$ cat config.mk
export PLATFORM = sky130hd
export DESIGN_NAME = auto_restart_flying_start_ctl
export DESIGN_NICKNAME = d
export VERILOG_FILES = /design/src/restart_ctl_pkg.sv /design/src/auto_restart_flying_start_ctl.sv
export VERILOG_INCLUDE_DIRS = /design/src
export SDC_FILE = /design/constraint.sdc
export NUM_CORES = 1
export LEC_CHECK = 0
export ABC_AREA = 0
export BUFFER_PORTS_ARGS = -buffer_cell sky130_fd_sc_hd__buf_2
export CAP_MARGIN = 25
export CELL_PAD_IN_SITES_DETAIL_PLACEMENT = 1
export CELL_PAD_IN_SITES_GLOBAL_PLACEMENT = 1
export CORE_ASPECT_RATIO = 1.25
export CORE_MARGIN = 2
export CORE_UTILIZATION = 37
export DETAILED_ROUTE_END_ITERATION = 16
export MAX_ROUTING_LAYER = met4
export PLACE_DENSITY_LB_ADDON = 0.15
export RECOVER_POWER = 50
export SYNTH_ARGS = -nofsm -noshare
export SYNTH_HDL_FRONTEND = slang
export SYNTH_SLANG_ARGS = --single-unit
$ cat constraint.sdc
create_clock -name clk_i -period 3 [get_ports clk_i]
set_input_delay 0.6 -clock clk_i [delete_from_list [all_inputs] [get_ports clk_i]]
set_output_delay 0.6 -clock clk_i [all_outputs]
set_load 0.05 [all_outputs]
$ cat src/restart_ctl_params.svh
`ifndef RESTART_CTL_PARAMS_SVH
`define RESTART_CTL_PARAMS_SVH
// Register byte offsets on the Wishbone slave.
`define RC_OFS_CTRL      8'h00
`define RC_OFS_LIMIT     8'h04
`define RC_OFS_STATUS    8'h08
`define RC_OFS_IRQ_STS   8'h0c
`define RC_OFS_IRQ_MASK  8'h10
// Control register field positions.
`define RC_MODE_LSB      0
`define RC_CATCH_LSB     4
`define RC_BRAKE_LSB     8
// Reset values and limits.
`define RC_MODE_RST      3'h1
`define RC_CATCH_RST     3'h0
`define RC_BRAKE_RST     2'h0
`define RC_LIMIT_RST     4'h3
`define RC_LIMIT_MAX     4'ha
// Interrupt status bit positions.
`define RC_IRQ_RUN       0
`define RC_IRQ_ACK       1
`define RC_IRQ_LOCK      2
`define RC_IRQ_UV        3
// Cycles allowed for the pin synchronisers to settle after reset.
`define RC_PU_WAIT       2'h3
`endif

$ cat src/restart_ctl_pkg.sv
package restart_ctl_pkg;
    typedef enum logic [2:0] {
        ST_POWERUP, ST_IDLE, ST_ACK, ST_START,
        ST_SEARCH, ST_RAMP, ST_RUN, ST_LOCKED
    } state_t;
    // Cause of a start, used by the spinning-motor catch decode.
    typedef enum logic [1:0] {
        CS_NORMAL, CS_POWER_ON, CS_FAULT, CS_COAST
    } cause_t;
    typedef struct packed {
        logic [2:0] mode;
        logic [2:0] catch_sel;
        logic [1:0] brake_sel;
        logic [3:0] limit;
    } cfg_t;
    // What a restart mode does for each kind of event.
    typedef struct packed {
        logic pf_ack;
        logic pf_start;
        logic uv_restart;
        logic flt_restart;
        logic limited;
    } mode_t;
    typedef struct packed {
        logic        cyc;
        logic        stb;
        logic        we;
        logic [7:0]  adr;
        logic [3:0]  sel;
        logic [31:0] dat;
    } wb_req_t;
endpackage

$ cat src/auto_restart_flying_start_ctl.sv
// Register access over Wishbone and the address map were decided locally.
`timescale 1ns/1ps
`default_nettype none
`include "restart_ctl_params.svh"
// Overview of operation
// - Restart mode decodes values 0 to 6 into distinct restart behaviours.
// - Mode resets to 1; attempt limit applies only in modes 3 and 4.
// - Attempt limit accepts 0 to 10 and resets to 3.
// - On power return with restart enabled, clear faults then switch on.
// - Power-return restart needs the ON command still present.
// - Mode 6 clears faults and starts on every power-up and ON command.
// - Undervoltage keeps control supply; power failure resets the control logic.
// - Fault-restart modes acknowledge and restart after a trip, until mode 3 reaches its attempt limit and locks.
// - Catch setting decodes disabled, every start, power-on/fault/coast, fault/coast.
// - Catch settings 1-3 sweep both directions, 4-6 setpoint direction only.
// - Catch sweeps frequency until speed found or the sweep runs out, then ramps normally.
// - Mode 1 clears faults without starting, except that it starts when an undervoltage is pending.
// - Catch is inactive while holding brake select equals 1.
module auto_restart_flying_start_ctl #(
    parameter int FREQ_W   = 16,
    parameter int FREQ_MAX = 16'hffff,
    parameter int FREQ_STEP = 16'h0100
) (
    input  wire logic              clk_i,
    input  wire logic              rst_i,
    input  wire logic              wb_cyc_i,
    input  wire logic              wb_stb_i,
    input  wire logic              wb_we_i,
    input  wire logic [7:0]        wb_adr_i,
    input  wire logic [3:0]        wb_sel_i,
    input  wire logic [31:0]       wb_dat_i,
    output logic [31:0]            wb_dat_o,
    output logic                   wb_ack_o,
    input  wire logic              on_cmd_i,
    input  wire logic              coast_stop_command_i,
    input  wire logic              line_ok_i,
    input  wire logic              fault_i,
    input  wire logic              speed_found_i,
    input  wire logic              at_setpoint_i,
    output logic                   run_o,
    output logic                   fault_ack_o,
    output logic                   search_o,
    output logic                   reverse_o,
    output logic [FREQ_W-1:0]      freq_o,
    output logic                   ramp_o,
    output logic                   irq_o
);
    restart_ctl_pkg::wb_req_t req;
    restart_ctl_pkg::cfg_t    cfg_ff;
    restart_ctl_pkg::state_t  state_ff;
    restart_ctl_pkg::state_t  nxt_state;
    restart_ctl_pkg::cause_t  cause_ff;
    restart_ctl_pkg::mode_t   mf;
    logic [4:0] sync1_ff;
    logic [4:0] sync2_ff;
    logic       on_s;
    logic       coast_s;
    logic       line_s;
    logic       flt_s;
    logic       found_s;
    logic       on_d_ff;
    logic       line_d_ff;
    logic       uv_pend_ff;
    logic [1:0] pu_cnt_ff;
    logic [3:0] tries_ff;
    logic       both_dir_ff;
    logic       second_ff;
    logic [3:0] irq_sts_ff;
    logic [3:0] irq_mask_ff;
    logic [3:0] irq_ev;
    logic       wr;
    logic       rd_ok;
    logic       catch_en;
    logic       lock_now;

    // Decodes the restart mode into per-event actions.
    function automatic restart_ctl_pkg::mode_t mode_dec(input logic [2:0] m);
        restart_ctl_pkg::mode_t f;
        f = '0;
        case (m)
            3'h1: f.pf_ack = 1'b1;
            3'h2: begin
                f.pf_ack   = 1'b1;
                f.pf_start = 1'b1;
            end
            3'h3: begin
                f = '{1'b1, 1'b1, 1'b1, 1'b1, 1'b1};
            end
            3'h4: begin
                f = '{1'b1, 1'b1, 1'b1, 1'b0, 1'b1};
            end
            3'h5: begin
                f = '{1'b1, 1'b1, 1'b0, 1'b1, 1'b0};
            end
            3'h6: begin
                f = '{1'b1, 1'b1, 1'b1, 1'b1, 1'b0};
            end
            default: f = '0;
        endcase
        return f;
    endfunction

    // Decides whether the catch applies to a start of the given cause.
    function automatic logic catch_dec(input logic [2:0] s,
                                       input restart_ctl_pkg::cause_t c);
        logic en;
        en = 1'b0;
        case (s)
            3'h1, 3'h4: en = 1'b1;
            3'h2, 3'h5: en = (c != restart_ctl_pkg::CS_NORMAL);
            3'h3, 3'h6: en = (c == restart_ctl_pkg::CS_FAULT) ||
                             (c == restart_ctl_pkg::CS_COAST);
            default: en = 1'b0;
        endcase
        return en;
    endfunction

    assign req = '{wb_cyc_i, wb_stb_i, wb_we_i, wb_adr_i, wb_sel_i, wb_dat_i};
    assign mf = mode_dec(cfg_ff.mode);
    assign catch_en = catch_dec(cfg_ff.catch_sel, cause_ff) &&
                      (cfg_ff.brake_sel != 2'h1);
    assign lock_now = mf.limited && (tries_ff + 4'h1 >= cfg_ff.limit);

    // Two-stage synchronisers for every pin input except at_setpoint_i.
    always_ff @(posedge clk_i) begin
        sync1_ff <= {on_cmd_i, coast_stop_command_i, line_ok_i, fault_i,
                     speed_found_i};
        sync2_ff <= sync1_ff;
    end
    assign {on_s, coast_s, line_s, flt_s, found_s} = sync2_ff;

    // Edge history of the ON command and motor supply.
    always_ff @(posedge clk_i) begin
        if (rst_i) begin
            on_d_ff   <= 1'b0;
            line_d_ff <= 1'b0;
        end else begin
            on_d_ff   <= on_s;
            line_d_ff <= line_s;
        end
    end

    // Bus write decoding and register file.
    assign wr = req.cyc && req.stb && req.we && !wb_ack_o;
    always_ff @(posedge clk_i) begin
        if (rst_i) begin
            cfg_ff.mode      <= `RC_MODE_RST;
            cfg_ff.catch_sel <= `RC_CATCH_RST;
            cfg_ff.brake_sel <= `RC_BRAKE_RST;
            cfg_ff.limit     <= `RC_LIMIT_RST;
            irq_mask_ff      <= 4'h0;
        end else if (wr) begin
            if (req.adr == `RC_OFS_CTRL && req.sel[0]) begin
                cfg_ff.mode      <= (req.dat[2:0] > 3'h6) ? cfg_ff.mode
                                                          : req.dat[2:0];
                cfg_ff.catch_sel <= (req.dat[6:4] > 3'h6) ? cfg_ff.catch_sel
                                                          : req.dat[6:4];
            end
            if (req.adr == `RC_OFS_CTRL && req.sel[1]) begin
                cfg_ff.brake_sel <= req.dat[9:8];
            end
            if (req.adr == `RC_OFS_LIMIT && req.sel[0]) begin
                cfg_ff.limit <= (req.dat[3:0] > `RC_LIMIT_MAX) ?
                                `RC_LIMIT_MAX : req.dat[3:0];
            end
            if (req.adr == `RC_OFS_IRQ_MASK && req.sel[0]) begin
                irq_mask_ff <= req.dat[3:0];
            end
        end
    end

    // Read data and acknowledge, one cycle after the request.
    always_comb begin
        rd_ok = 1'b1;
        case (req.adr)
            `RC_OFS_CTRL, `RC_OFS_LIMIT, `RC_OFS_STATUS,
            `RC_OFS_IRQ_STS, `RC_OFS_IRQ_MASK: rd_ok = 1'b1;
            default: rd_ok = 1'b0;
        endcase
    end
    always_ff @(posedge clk_i) begin
        if (rst_i) begin
            wb_ack_o <= 1'b0;
            wb_dat_o <= 32'h0;
        end else begin
            wb_ack_o <= req.cyc && req.stb && !wb_ack_o;
            wb_dat_o <= 32'h0;
            case (req.adr)
                `RC_OFS_CTRL:     wb_dat_o <= {22'h0, cfg_ff.brake_sel, 1'b0,
                                     cfg_ff.catch_sel, 1'b0, cfg_ff.mode};
                `RC_OFS_LIMIT:    wb_dat_o <= {28'h0, cfg_ff.limit};
                `RC_OFS_STATUS:   wb_dat_o <= {24'h0, tries_ff, uv_pend_ff,
                                     state_ff};
                `RC_OFS_IRQ_STS:  wb_dat_o <= {28'h0, irq_sts_ff};
                `RC_OFS_IRQ_MASK: wb_dat_o <= {28'h0, irq_mask_ff};
                default:          wb_dat_o <= rd_ok ? 32'h0 : 32'h0;
            endcase
        end
    end

    // Next state of the restart sequencer.
    always_comb begin
        nxt_state = state_ff;
        case (state_ff)
            restart_ctl_pkg::ST_POWERUP: begin
                if (pu_cnt_ff == 2'h0) begin
                    if (mf.pf_start && on_s && line_s) begin
                        nxt_state = restart_ctl_pkg::ST_ACK;
                    end else if (mf.pf_ack) begin
                        nxt_state = restart_ctl_pkg::ST_ACK;
                    end else begin
                        nxt_state = restart_ctl_pkg::ST_IDLE;
                    end
                end
            end
            restart_ctl_pkg::ST_IDLE: begin
                if (line_s && !line_d_ff && uv_pend_ff && mf.uv_restart &&
                    on_s) begin
                    nxt_state = restart_ctl_pkg::ST_ACK;
                end else if (on_s && !on_d_ff && line_s) begin
                    nxt_state = (cfg_ff.mode == 3'h6) ?
                        restart_ctl_pkg::ST_ACK : restart_ctl_pkg::ST_START;
                end
            end
            restart_ctl_pkg::ST_ACK: begin
                // mode 1 acks without starting unless an undervoltage is pending
                // A start waits until the fault store shows the clear.
                if (cfg_ff.mode == 3'h1 && !uv_pend_ff) begin
                    nxt_state = restart_ctl_pkg::ST_IDLE;
                end else if (!flt_s) begin
                    nxt_state = restart_ctl_pkg::ST_START;
                end
            end
            restart_ctl_pkg::ST_START: begin
                if (flt_s) begin
                    nxt_state = restart_ctl_pkg::ST_IDLE;
                end else begin
                    nxt_state = catch_en ? restart_ctl_pkg::ST_SEARCH
                                         : restart_ctl_pkg::ST_RAMP;
                end
            end
            restart_ctl_pkg::ST_SEARCH, restart_ctl_pkg::ST_RAMP: begin
                if (flt_s) begin
                    nxt_state = lock_now ? restart_ctl_pkg::ST_LOCKED
                                         : restart_ctl_pkg::ST_ACK;
                end else if (!line_s || !on_s || coast_s) begin
                    nxt_state = restart_ctl_pkg::ST_IDLE;
                end else if (state_ff == restart_ctl_pkg::ST_SEARCH &&
                             (found_s || (freq_o < FREQ_W'(FREQ_STEP) &&
                              (second_ff || !both_dir_ff)))) begin
                    nxt_state = restart_ctl_pkg::ST_RAMP;
                end else if (state_ff == restart_ctl_pkg::ST_RAMP &&
                             at_setpoint_i) begin
                    nxt_state = restart_ctl_pkg::ST_RUN;
                end
            end
            restart_ctl_pkg::ST_RUN: begin
                if (flt_s) begin
                    nxt_state = mf.flt_restart ? restart_ctl_pkg::ST_ACK
                                               : restart_ctl_pkg::ST_IDLE;
                end else if (!line_s || !on_s || coast_s) begin
                    nxt_state = restart_ctl_pkg::ST_IDLE;
                end
            end
            restart_ctl_pkg::ST_LOCKED: begin
                if (!on_s) begin
                    nxt_state = restart_ctl_pkg::ST_IDLE;
                end
            end
            default: nxt_state = restart_ctl_pkg::ST_IDLE;
        endcase
    end

    // State, power-up settle count and start cause.
    always_ff @(posedge clk_i) begin
        if (rst_i) begin
            state_ff  <= restart_ctl_pkg::ST_POWERUP;
            pu_cnt_ff <= `RC_PU_WAIT;
            cause_ff  <= restart_ctl_pkg::CS_POWER_ON;
        end else begin
            state_ff <= nxt_state;
            if (pu_cnt_ff != 2'h0) begin
                pu_cnt_ff <= pu_cnt_ff - 2'h1;
            end
            if (flt_s) begin
                cause_ff <= restart_ctl_pkg::CS_FAULT;
            end else if (coast_s) begin
                cause_ff <= restart_ctl_pkg::CS_COAST;
            end else if (state_ff == restart_ctl_pkg::ST_RUN) begin
                cause_ff <= restart_ctl_pkg::CS_NORMAL;
            end
        end
    end

    always_ff @(posedge clk_i) begin
        if (rst_i) begin
            uv_pend_ff <= 1'b0;
        end else if (!line_s && line_d_ff) begin
            uv_pend_ff <= 1'b1;
        end else if (state_ff == restart_ctl_pkg::ST_RUN ||
                     (on_s && !on_d_ff && line_s)) begin
            uv_pend_ff <= 1'b0;
        end
    end

    always_ff @(posedge clk_i) begin
        if (rst_i || state_ff == restart_ctl_pkg::ST_RUN ||
            state_ff == restart_ctl_pkg::ST_IDLE) begin
            tries_ff <= 4'h0;
        end else if (flt_s && mf.limited &&
                     (state_ff == restart_ctl_pkg::ST_SEARCH ||
                      state_ff == restart_ctl_pkg::ST_RAMP)) begin
            tries_ff <= tries_ff + 4'h1;
        end
    end

    always_ff @(posedge clk_i) begin
        if (rst_i || state_ff != restart_ctl_pkg::ST_SEARCH) begin
            freq_o      <= FREQ_W'(FREQ_MAX);
            reverse_o   <= 1'b0;
            second_ff   <= 1'b0;
            both_dir_ff <= (cfg_ff.catch_sel < 3'h4);
        end else if (!found_s) begin
            if (freq_o >= FREQ_W'(FREQ_STEP)) begin
                freq_o <= freq_o - FREQ_W'(FREQ_STEP);
            end else if (both_dir_ff && !second_ff) begin
                freq_o    <= FREQ_W'(FREQ_MAX);
                reverse_o <= 1'b1;
                second_ff <= 1'b1;
            end
        end
    end

    // Drive outputs, registered from the next state.
    always_ff @(posedge clk_i) begin
        if (rst_i) begin
            run_o       <= 1'b0;
            fault_ack_o <= 1'b0;
            search_o    <= 1'b0;
            ramp_o      <= 1'b0;
        end else begin
            run_o    <= (nxt_state == restart_ctl_pkg::ST_SEARCH) ||
                        (nxt_state == restart_ctl_pkg::ST_RAMP) ||
                        (nxt_state == restart_ctl_pkg::ST_RUN);
            fault_ack_o <= (nxt_state == restart_ctl_pkg::ST_ACK) &&
                           (state_ff != restart_ctl_pkg::ST_ACK);
            search_o <= (nxt_state == restart_ctl_pkg::ST_SEARCH);
            ramp_o   <= (nxt_state == restart_ctl_pkg::ST_RAMP);
        end
    end

    // Sticky interrupt status, set wins over write-one-to-clear.
    assign irq_ev = {!line_s && line_d_ff,
                     state_ff != restart_ctl_pkg::ST_LOCKED &&
                     nxt_state == restart_ctl_pkg::ST_LOCKED,
                     state_ff == restart_ctl_pkg::ST_ACK,
                     state_ff != restart_ctl_pkg::ST_RUN &&
                     nxt_state == restart_ctl_pkg::ST_RUN};
    always_ff @(posedge clk_i) begin
        if (rst_i) begin
            irq_sts_ff <= 4'h0;
        end else if (wr && req.adr == `RC_OFS_IRQ_STS && req.sel[0]) begin
            irq_sts_ff <= (irq_sts_ff & ~req.dat[3:0]) | irq_ev;
        end else begin
            irq_sts_ff <= irq_sts_ff | irq_ev;
        end
    end
    assign irq_o = |(irq_sts_ff & irq_mask_ff);

    a_mode_reset_val: assert property (@(posedge clk_i) disable iff (rst_i)
        $fell(rst_i) |-> cfg_ff.mode == 3'h1 && cfg_ff.limit == 4'h3)
        else $error("mode or limit reset value wrong");
    a_limit_in_range: assert property (@(posedge clk_i) disable iff (rst_i)
        cfg_ff.limit <= 4'ha)
        else $error("attempt limit above ten");
    a_brake_no_catch: assert property (@(posedge clk_i) disable iff (rst_i)
        state_ff == restart_ctl_pkg::ST_SEARCH |-> cfg_ff.brake_sel != 2'h1)
        else $error("catch ran with brake select one");
    a_lock_at_limit: assert property (@(posedge clk_i) disable iff (rst_i)
        $rose(state_ff == restart_ctl_pkg::ST_LOCKED) |->
        (cfg_ff.mode == 3'h3 || cfg_ff.mode == 3'h4))
        else $error("locked outside limited modes");
    a_ack_then_start: assert property (@(posedge clk_i) disable iff (rst_i)
        state_ff == restart_ctl_pkg::ST_ACK && cfg_ff.mode == 3'h6 &&
        !flt_s |=>
        state_ff == restart_ctl_pkg::ST_START)
        else $error("mode 6 did not start after ack");
    a_mode1_no_run: assert property (@(posedge clk_i) disable iff (rst_i)
        state_ff == restart_ctl_pkg::ST_ACK && cfg_ff.mode == 3'h1 &&
        !uv_pend_ff |=> state_ff == restart_ctl_pkg::ST_IDLE)
        else $error("mode 1 started after ack");
    a_search_one_dir: assert property (@(posedge clk_i) disable iff (rst_i)
        search_o && cfg_ff.catch_sel > 3'h3 && $stable(cfg_ff) |-> !reverse_o)
        else $error("reverse sweep with one-direction catch");
    a_ack_pulse_once: assert property (@(posedge clk_i) disable iff (rst_i)
        fault_ack_o |=> !fault_ack_o)
        else $error("fault ack longer than one cycle");
    a_wb_ack_next: assert property (@(posedge clk_i) disable iff (rst_i)
        wb_cyc_i && wb_stb_i && !wb_ack_o |=> wb_ack_o)
        else $error("bus ack not next cycle");
endmodule
`default_nettype wire

# After elaboration in Yosys (flattened, before gate mapping)
# Index checks and enable logic that the tools add are counted.
dict set report word_totals {
  input_bits 55
  out_inout_bits 55
  reg_bits 99
  wordCells 185
}
dict set report op_classes {
  mux 34
  reduce_logical 73
  n_eq_ne 35
  n_bitwise 9
  add_sub_neg 3
  order_cmp 7
}
# cell count
set op_table {}
lappend op_table {{10-bit case mux with 5 select lines} 1}
lappend op_table {{3-bit equality test, second input constant} 14}
lappend op_table {{3-bit 2-to-1 mux} 14}
lappend op_table {{16-bit 2-to-1 mux} 2}
lappend op_table {{1-bit logical AND} 31}
lappend op_table {{3-bit by 2-bit equality test with 1-bit output, second input constant} 7}
lappend op_table {{3-bit case mux with 7 select lines} 1}
lappend op_table {{8-bit by 4-bit equality test with 1-bit output, second input constant} 2}
lappend op_table {{16-bit by 9-bit greater-or-equal comparator with 1-bit output, second input constant} 1}
lappend op_table {{16-bit by 9-bit less-than comparator with 1-bit output, second input constant} 1}
lappend op_table {{16-bit by 9-bit subtractor with 16-bit output, second input constant} 1}
lappend op_table {{1-bit logical OR} 12}
lappend op_table {{2-bit 2-to-1 mux} 6}
lappend op_table {{3-bit case mux with 4 select lines} 1}
lappend op_table {{3-bit by 1-bit equality test with 1-bit output, second input constant} 3}
lappend op_table {{3-bit != test, second input constant} 3}
lappend op_table {{3-bit AND reduction} 3}
lappend op_table {{4-bit AND} 2}
lappend op_table {{8-bit by 3-bit equality test with 1-bit output, second input constant} 1}
lappend op_table {{8-bit by 5-bit equality test with 1-bit output, second input constant} 1}
lappend op_table {{1-bit zero test} 8}
lappend op_table {{8-bit zero test} 1}
lappend op_table {{4-bit 2-to-1 mux} 2}
lappend op_table {{4-bit OR} 2}
lappend op_table {{22 further kinds} 41}

# Depth between registers and ports, before layout
# Gate-level depths: netlist of the first run.
dict set report depth {
  depth_word 13
  mapped_depth 9
  depth_no_buf 9
}

# Worst setup path before layout of the first run
# Ideal clock, no wire load.
dict set report synth_path {
  path_type {flip-flop to flip-flop}
  startpoint {register freq_o[9]}
  endpoint {register freq_o[11]}
  setup_slack_ns 0.791
  path_buffers 0
  period_less_slack_ns 2.209
  stages_incl_launch_ff 9
  t_required_ns 2.872
  setup_time_ns 0.128
  arrival_ns 2.081
  cell_sequence {dfxtp_1 > inv_1 > ha_1 > nor2b_1 > o41ai_4 > a211oi_1 > nor2b_1 > xnor2_1 > nand2_1}
}
dict set report synth_between {
  elab_chain_cells 3
  word_cells_on_any_way 5
  classes_between {1 x add/sub; 1 x order compare; 1 x mux; 2 x reduce/logical}
}
# element line_no
set synth_rtl {}
lappend synth_rtl {{from (decl)} auto_restart_flying_start_ctl.sv:44} ;# output logic [FREQ_W-1:0] freq_o,
lappend synth_rtl {{from (signal assigned)} auto_restart_flying_start_ctl.sv:319} ;# freq_o <= FREQ_W'(FREQ_MAX);
lappend synth_rtl {{from (signal assigned)} auto_restart_flying_start_ctl.sv:325} ;# freq_o <= freq_o - FREQ_W'(FREQ_STEP);
lappend synth_rtl {{from (signal assigned)} auto_restart_flying_start_ctl.sv:327} ;# freq_o <= FREQ_W'(FREQ_MAX);
lappend synth_rtl {{16-bit by 9-bit greater-or-equal comparator with 1-bit output} auto_restart_flying_start_ctl.sv:324} ;# if (freq_o >= FREQ_W'(FREQ_STEP)) begin
lappend synth_rtl {{2-bit nonzero test (no source line)} -}
lappend synth_rtl {{2-bit AND reduction (no source line)} -}
# Parallel ways exist; a longest one is shown, timed or not.
# A chain may end at the register's enable or synchronous reset.

# Worst setup path in the final report of the first run
dict set report layout_path {
  startpoint {register tries_ff[0]}
  endpoint {register irq_sts_ff[0]}
}
dict set report layout_between {
  elab_chain_cells 10
  word_cells_on_any_way 11
  classes_between {1 x add/sub; 1 x order compare; 1 x eq/ne; 4 x mux; 2 x bitwise; 2 x reduce/logical}
}
# element line_no
set layout_rtl {}
lappend layout_rtl {{from (decl)} auto_restart_flying_start_ctl.sv:65} ;# logic [3:0] tries_ff;
lappend layout_rtl {{from (signal assigned)} auto_restart_flying_start_ctl.sv:313} ;# tries_ff <= tries_ff + 4'h1;
lappend layout_rtl {{4-bit by 1-bit adder with 4-bit output *} auto_restart_flying_start_ctl.sv:122} ;# assign lock_now = mf.limited && (tries_ff + 4'h1 >= cfg_ff.limit);
lappend layout_rtl {{4-bit greater-or-equal comparator *} auto_restart_flying_start_ctl.sv:122}
lappend layout_rtl {{1-bit logical AND *} auto_restart_flying_start_ctl.sv:122}
lappend layout_rtl {{3-bit 2-to-1 mux *} auto_restart_flying_start_ctl.sv:244} ;# nxt_state = lock_now ? restart_ctl_pkg::ST_LOCKED
lappend layout_rtl {{3-bit 2-to-1 mux *} auto_restart_flying_start_ctl.sv:243} ;# if (flt_s) begin
lappend layout_rtl {{3-bit case mux with 7 select lines *} auto_restart_flying_start_ctl.sv:204} ;# case (state_ff)
lappend layout_rtl {{3-bit equality test *} auto_restart_flying_start_ctl.sv:358} ;# nxt_state == restart_ctl_pkg::ST_RUN};
lappend layout_rtl {{1-bit logical AND *} auto_restart_flying_start_ctl.sv:357} ;# state_ff != restart_ctl_pkg::ST_RUN &&
lappend layout_rtl {{4-bit OR (on tied branches)} {auto_restart_flying_start_ctl.sv:365, auto_restart_flying_start_ctl.sv:363}}
lappend layout_rtl {{4-bit 2-to-1 mux *} auto_restart_flying_start_ctl.sv:362} ;# end else if (wr && req.adr == `RC_OFS_IRQ_STS && req.sel[0]) begin
lappend layout_rtl {{to (signal assigned)} auto_restart_flying_start_ctl.sv:363} ;# irq_sts_ff <= (irq_sts_ff & ~req.dat[3:0]) | irq_ev;
lappend layout_rtl {{to (signal assigned)} auto_restart_flying_start_ctl.sv:365} ;# irq_sts_ff <= irq_sts_ff | irq_ev;
lappend layout_rtl {{to (decl)} auto_restart_flying_start_ctl.sv:68} ;# logic [3:0] irq_sts_ff;
# Every way passes the cells marked *; elsewhere a longest branch is shown, timed or not.

==> impl_results.md, run 1 <==
* Outcome: finished, violations left
* Failing checks: max-capacitance violations, max-slew violations
* Worst-margin pin slew at 1.56 ns
* Clk slew on worst S/H paths at around 0.05 ns
* Post-synthesis cell count at roughly 400
* GPL Wtd Cong at between 0.8 and 0.9
* Inst Count DP at between 500 and 600
* FF/Latch Area at around 1400 um^2
* Worst-Skew Late Latency at 0.33 ns
* DIE AREA at about 10000 um^2
* Post-synthesis register bit count at 70
* Predominant post-synthesis flop cell: dfxtp_1
* # H-tree levels at 3
* Postcts setup bufs at 0
* Largest family of logic cells by synthesized area: simple AND/OR/NAND/NOR gates
* CTS tree: built
* Starting Density at 0.377
* Hold bufs inserted after CTS at 0
* Crit-path most repeated cell: ha_1
* Dpl cell area at 3700 um^2
* Fin nets at 510
* Syn avg cell area at 8.64 um^2
* Total CTS buffers at 9
* Crit-path max FO at 6
* Unrepaired setup endpoints after global routing: false
* Crit Reg-Reg Startpoint: tries_ff[0]
* Largest net degree at the start of global routing at 37
* Core Rows at 39
* Crit-path cells: ha_1 > xor2_1 > ha_1 > a2111oi_0 > buf_4 > o31ai_1 > o211ai_1 > nand3_1 > o41ai_1
* Multi-input gate area at ~1700 um^2
* Reg-to-reg endpoint: irq_sts_ff[0]
* Initial antenna violation count at 0
* Reg2Reg Depth at 9
* Synth warnings at 0
* WS Path Type: reg2reg
* Period utilisation layout at 0.851
* Vias per Instance at 5.08
* Post-Synth XOR/XNOR Area at 0.0307
* Largest vdd supply drop at 0.000287 V
* Post-Layout Cell Count at approximately 570
* Reg2reg setup slack at 0.45 ns
* Slew headroom at -0.0416
* Final core utilization at 0.433
* First-pass GRT wire length at between 10000 and 15000 um
* Post-synth top area share at 0.404
* Leakage at 1.51 nW
* Post-synth EDFFs at 1
* Post-DRT Antenna Nets at 0
* Vias in the first global route at ~2.9k
* Buf/Inv on CP at 1
* PwrDens at roughly 540 nW/um^2
* Die height at 112 um
* Core Box Area at slightly above 9000 um^2
* Mapped cell area at 3420 um^2
* Sequential share of the synthesized area at 0.412
* DRT Pass-1 Iters at 4
* # fillers at 1151
* End point of the critical path: irq_sts_ff[0]
* Root Driver: clkbuf_16
* Worst min-delay path class: reg2reg
* Mux cell area share after synthesis at 0.0384
* CP arrival at approximately 2.8 ns
* Clk_skew at 0.00522 ns
* Area share of fa/ha/maj cells after synthesis at 0.0292
* Die width at 90.0 um
* Distinct cells, synth at 57
* Synth Area in Simple Gates at 0.246
* Worst Setup SP: tries_ff[0]
* Top post-synthesis cells by count: 69 x dfxtp_1, 49 x nor2_1, 30 x nand2_1
* Number of max-cap violations at 1
* Post-Route WL at roughly 8600 um
* DP Wirelength at between 6000 and 7000 um
* Min Clock Period, post-route at 2.55 ns
* Final Hold Viols at 0
* Synth-to-layout area growth at 14.8%
* Ant diodes at 0
* CP max-delay cell: a2111oi_0
* Crit-path max cell delay at about 0.40 ns
* Top delay family on crit path: compound AO/OA/AOI/OAI gates
* Clk sinks at 70
* Fmax at roughly 0.39 GHz
* Design Area, Final at 3930 um^2
* Final slew viol count at 37
* Layout cells sized above 1 at 0.118
* CP startpoint kind: register
* Crit path required time at about 3.2 ns
* Gr usage total at 0.184
* Number of port buffers at 62
* Final Power at 2.13 mW
* Grt total ovfl at 0
* Via count at 2915
* Synth Area in Compound Gates at 0.141
* Setup TNS at 0 ns
* I/O pins at 110
* Drc violations at 0
* Max Buffers Root-to-Sink at 2
* Worst setup EP type: register
* Post-CTS sizing at 0
* DRT iter0 DRCs at approximately 100
* Final Setup Violations at 0
* Post-synth ARST share at 0
* Wire per inst at 15.0 um
* WP depth at 9
* Top cells by area, synth: dfxtp_1 40%, buf_4 6.4%, nor2_1 5.4%, mux2i_1 3.5%, nand2_1 3.3%
* Top-count cell post-synth: dfxtp_1
* Area leader, netlist: dfxtp_1
state kept, by name (all words and copies together), names as in the netlist, 2 cells and up:
register     count
sync1_ff         5
cause_ff         2
wb_dat_o        10
irq_mask_ff      4
state_ff         3
pu_cnt_ff        2
freq_o           9
tries_ff         4
cfg_ff          12
irq_sts_ff       4
sync2_ff         5
worst reg2reg max path, delay by kind of cell, from the launching register on:
| kind | cells | cell delay [ns] |
|---|---|---|
| AO/OA/AOI/OAI | 4 | 0.99 |
| adder cells (fa/ha/maj) | 2 | 0.47 |
| buffers and inverters | 1 | 0.20 |
| XOR/XNOR | 1 | 0.17 |
| AND/OR/NAND/NOR | 1 | 0.26 |
| flip-flops | 1 | 0.37 |
metal layers:
layer | share of wire | vias to the layer above | global-route usage | routed length, um
li1 | - | 1427 | - | -
met5 | 0 | - | - | 0
met4 | 0.030 | 0 | 0.0882 | 262
met3 | 0.034 | 18 | 0.0332 | 292
met1 | 0.42 | 1406 | 0.209 | 3660
met2 | 0.51 | 64 | 0.312 | 4420
through the flow:
stage / hold WS (ns) / setup slack, ns
global placement: 0.312 / 0.485
CTS: 0.328 / 0.405
floorplan: 0.310 / 0.791
global route: 0.327 / 0.185
detailed placement: 0.315 / 0.440
finish: 0.324 / 0.447
layout make-up:
| type | count | area share |
|---|---|---|
| Clock inverter | 3 | 0.00510 |
| Clock buffer | 12 | 0.0653 |
| Tap cell | 123 | 0.0392 |
| Inverter | 15 | 0.0143 |
| Multi-Input combinational cell | 286 | 0.444 |
| Timing Repair Buffer | 65 | 0.0732 |
| Sequential cell | 70 | 0.359 |
placed cells by master, fill, tap and decap left out, types with 7 or more instances in the layout:
cell       instances
nand2_1           30
inv_1             15
nor2b_1            9
nand3_1           11
mux2i_1           12
o21ai_0           13
a21oi_1           19
nand2b_1          12
nor3_1            14
xor2_1             7
dfxtp_1           69
conb_1            22
clkbuf_16          9
nor2_1            49
ha_1               8
buf_2             29
clkbuf_1          35
power breakdown:
group | total, mW | internal, mW | switching [mW]
registers | 0.979 | 0.955 | 0.0239
logic | 0.182 | 0.0492 | 0.133
clock network | 0.973 | 0.598 | 0.376
total | 2.13 | 1.60 | 0.532
logic make-up (layout without fill, tap and decap cells):
family,after synthesis,count (layout)
AOI/OAI and AO/OA,70,70
xor gates and xnor gates,12,12
adders and majority gates,8,8
buffers and inverters,61,95
DFF,70,70
muxes,13,13
other,1,22
and+or+nand+nor,161,161
worst min-delay path by stage:
stage	to	slack (ns)	from	cells past startpoint
CTS	sync2_ff[1]	0.33	sync1_ff[1]	0
floorplan	sync2_ff[0]	0.31	sync1_ff[0]	0
finish	sync2_ff[1]	0.32	sync1_ff[1]	0
detailed placement	sync2_ff[1]	0.31	sync1_ff[1]	0
global placement	sync2_ff[3]	0.31	sync1_ff[3]	0
global route	sync2_ff[1]	0.33	sync1_ff[1]	0
No activity file was read; power rests on OpenSTA's default activity.
==> run 2, diff against run 1 <==
ABC_AREA = 1   (was 0)
CORE_UTILIZATION = 36   (was 37)
==> impl_results.md, run 2 <==
* Wire per inst at 14.3 um (-4.9%)
* Post-synthesis register bit count at 70 (unchanged)
* Number of max-cap violations at 0 (-1)
* Worst min-delay path class: reg2reg
* Synth warnings at 0 (unchanged)
* Post-synth EDFFs at 1 (unchanged)
* Most flop-heavy register: cfg_ff
* Final slew viol count at 0 (-100%)
* Predominant post-synthesis flop cell: dfxtp_1
* Drc violations at 0 (unchanged)
* Crit-path max FO at 5 (-1)
* Worst setup EP type: register
* Reg2Reg Depth at 14 (+5)
* Mapped cell area at 3500 um^2 (+2.3%)
* Core Box Area at 9560 um^2 (+5.3%)
* GPL Wtd Cong at 0.881 (+4.0%)
* Largest net degree at the start of global routing at 20 (-46%)
* Unrepaired setup endpoints after global routing: false
* Crit-path max cell delay at 0.41 ns (about the same)
* DRT iter0 DRCs at 64 (-38%)
* Crit-path cells: ha_1 > xor2_1 > ha_1 > nand2_1 > inv_1 > nand3_1 > nand3_1 > nand2_1 > nand2_1 > nand2_1 > nand4_4 > inv_2 > nand4_1 > nand2_1
* Fmax at 0.446 GHz (+14%)
* Most common cell after layout, fill and taps aside: inv_1
* Multi-input gate area at 1610 um^2 (-7.7%)
* Core Rows at 40 (+2.6%)
* Fin nets at 588 (+15%)
* Final Hold Viols at 0 (unchanged)
* Buf/Inv on CP at 2 (+1)
* Area leader, netlist: dfxtp_1
* Starting Density at 0.366 (-0.0107)
* Number of port buffers at 62 (unchanged)
* Slew headroom at 0.407 (+0.449)
* Post-CTS sizing at 0 (unchanged)
* Outcome: completed
* Post-synth ARST share at 0 (unchanged)
* Crit path required time at 3.28 ns (+0.06 ns)
* Gr usage total at 0.193 (+0.00892)
* Inst Count DP at 640 (+14%)
* DRT Pass-1 Iters at 4 (unchanged)
* Post-synthesis cell count at 465 (+17%)
* Die height at 114 um (+2.5%)
* Postcts setup bufs at 0 (unchanged)
* Top Registers: cfg_ff: 12 flops, wb_dat_o: 10 flops, freq_o: 9 flops
* Via count at 3111 (+6.7%)
* Vias per Instance at 4.75 (-6.5%)
* Final Setup Violations at 0 (unchanged)
* Leakage at 1.80 nW (+19%)
* # H-tree levels at 3 (unchanged)
* Clk_skew at 0.00654 ns (+0.00132 ns)
* Clk sinks at 70 (unchanged)
* FF/Latch Area at 1410 um^2 (unchanged)
* Worst-Skew Late Latency at 0.34 ns (about the same)
* Distinct cells, synth at 45 (-21%)
* Crit-path most repeated cell: nand2_1
* Post-Route WL at 9370 um (+8.6%)
* Synth-to-layout area growth at 15.7%
* DIE AREA at 10500 um^2 (+5.0%)
* WS Path Type: reg2reg
* Post-synth top area share at 0.394 (-0.00922)
* Initial antenna violation count at 0 (unchanged)
* Vias in the first global route at 3158 (+7.9%)
* # fillers at 1258 (+9.3%)
* CP startpoint kind: register
* Post-DRT Antenna Nets at 0 (unchanged)
* Period utilisation layout at 0.748 (-0.103)
* Top post-synthesis cells by count: 69 x dfxtp_1, 69 x inv_1, 65 x nand2_1
* Worst-margin pin slew at 0.889 ns (-0.673 ns)
* CTS tree: built
* WP depth at 14 (+5)
* Clk slew on worst S/H paths at 0.05 ns (about the same)
* Syn avg cell area at 7.53 um^2 (-13%)
* Top delay family on crit path: simple AND/OR/NAND/NOR gates
* Layout cells sized above 1 at 0.161 (+0.0432)
* Largest vdd supply drop at 0.000265 V (-7.8%)
* Ant diodes at 0 (unchanged)
* Cell depth of the worst hold path at 0 (unchanged)
* Setup TNS at 0 ns (unchanged)
* Grt total ovfl at 0 (unchanged)
* Final Power at 2.20 mW (+3.3%)
* Top cells by area, synth: dfxtp_1 39%, inv_1 7.4%, nand2_1 7.0%, buf_4 6.4%, o21ai_0 4.9%
* First-pass GRT wire length at 15300 um (+6.4%)
* CP max-delay cell: dfxtp_1
* Sequential share of the synthesized area at 0.403 (-0.00942)
* Die width at 92.2 um (+2.4%)
* Most frequent cells in the layout: 70 x inv_1, 69 x dfxtp_1, 65 x nand2_1
* Min Clock Period, post-route at 2.24 ns (-0.310 ns)
* Max Buffers Root-to-Sink at 2 (unchanged)
* PwrDens at 544 nW/um^2 (+0.15%)
* Total CTS buffers at 9 (unchanged)
* Root Driver: clkbuf_16
* DP Wirelength at 7300 um (+13%)
* I/O pins at 110 (unchanged)
* Largest register FFs at 12 (unchanged)
* Hold bufs inserted after CTS at 0 (unchanged)
* CP arrival at 2.52 ns (-0.26 ns)
* Post-Layout Cell Count at 655 (+14%)
## run 2: changes by cell type after synthesis, sizes merged, moves of 5 or more
cell    delta
inv       +63
nand2     +38
o21ai     +23
nand3     +16
a21oi     +15
mux2i     -12
nand2b    -12
nor2b      -9
nand4      +8
clkbuf     -7
o22ai      +7
and2       -6
xnor2      -5
xor2       -5
## run 2: worst paths after layout
path	from	to	slack, ns
hold / removal	sync1_ff[3]	sync2_ff[3]	0.32
hold reg to reg	sync1_ff[3]	sync2_ff[3]	0.32
setup / recovery	tries_ff[0]	irq_sts_ff[0]	0.76
setup reg to reg	tries_ff[0]	irq_sts_ff[0]	0.76
## run 2: routing by layer
layer	wire, um	global-route usage	part of all wire	vias up
li1	-	-	-	1588
met1	4060	0.218	0.43	1448
met2	4800	0.330	0.51	64
met3	366	0.0402	0.039	11
met4	149	0.0806	0.016	0
met5	0	-	0	-
## run 2: where the power goes
group | switching, mW | total, mW | internal [mW]
sequential | 0.0197 | 0.975 | 0.955
clock | 0.377 | 1.04 | 0.663
combinational | 0.147 | 0.190 | 0.0432
## run 2: cells by family after synthesis
group           Yosys count  synth area share
other cells               1           0.00107
compound gates           95             0.155
buf+inv                 115             0.159
simple gates            174             0.249
flops                    70             0.403
xor+xnor                  2           0.00500
fa+ha+maj                 8            0.0286
## run 2: metrics by stage
| stage | instance area (um^2) | setup WS [ns] | util | hold slack, ns |
|---|---|---|---|---|
| 2_1_floorplan | 3580 | 0.956 | - | 0.310 |
| 3_3_place_gp | 3810 | 0.831 | 0.398 | 0.312 |
| 6_report | 4050 | 0.756 | 0.424 | 0.323 |
| 3_5_place_dp | 3810 | 0.825 | 0.398 | 0.313 |
| 4_1_cts | 4090 | 0.790 | 0.428 | 0.325 |
| 5_1_grt | 4050 | 0.562 | 0.424 | 0.332 |
## run 2: area by class of cell
class | instances | share of cell area
multi-input cells | 301 | 0.397
flip-flops and latches | 70 | 0.348
inverters | 79 | 0.0738
repair buffers | 64 | 0.0719
clock buffers | 14 | 0.0627
well taps | 126 | 0.0389
clock inverters | 1 | 0.00741
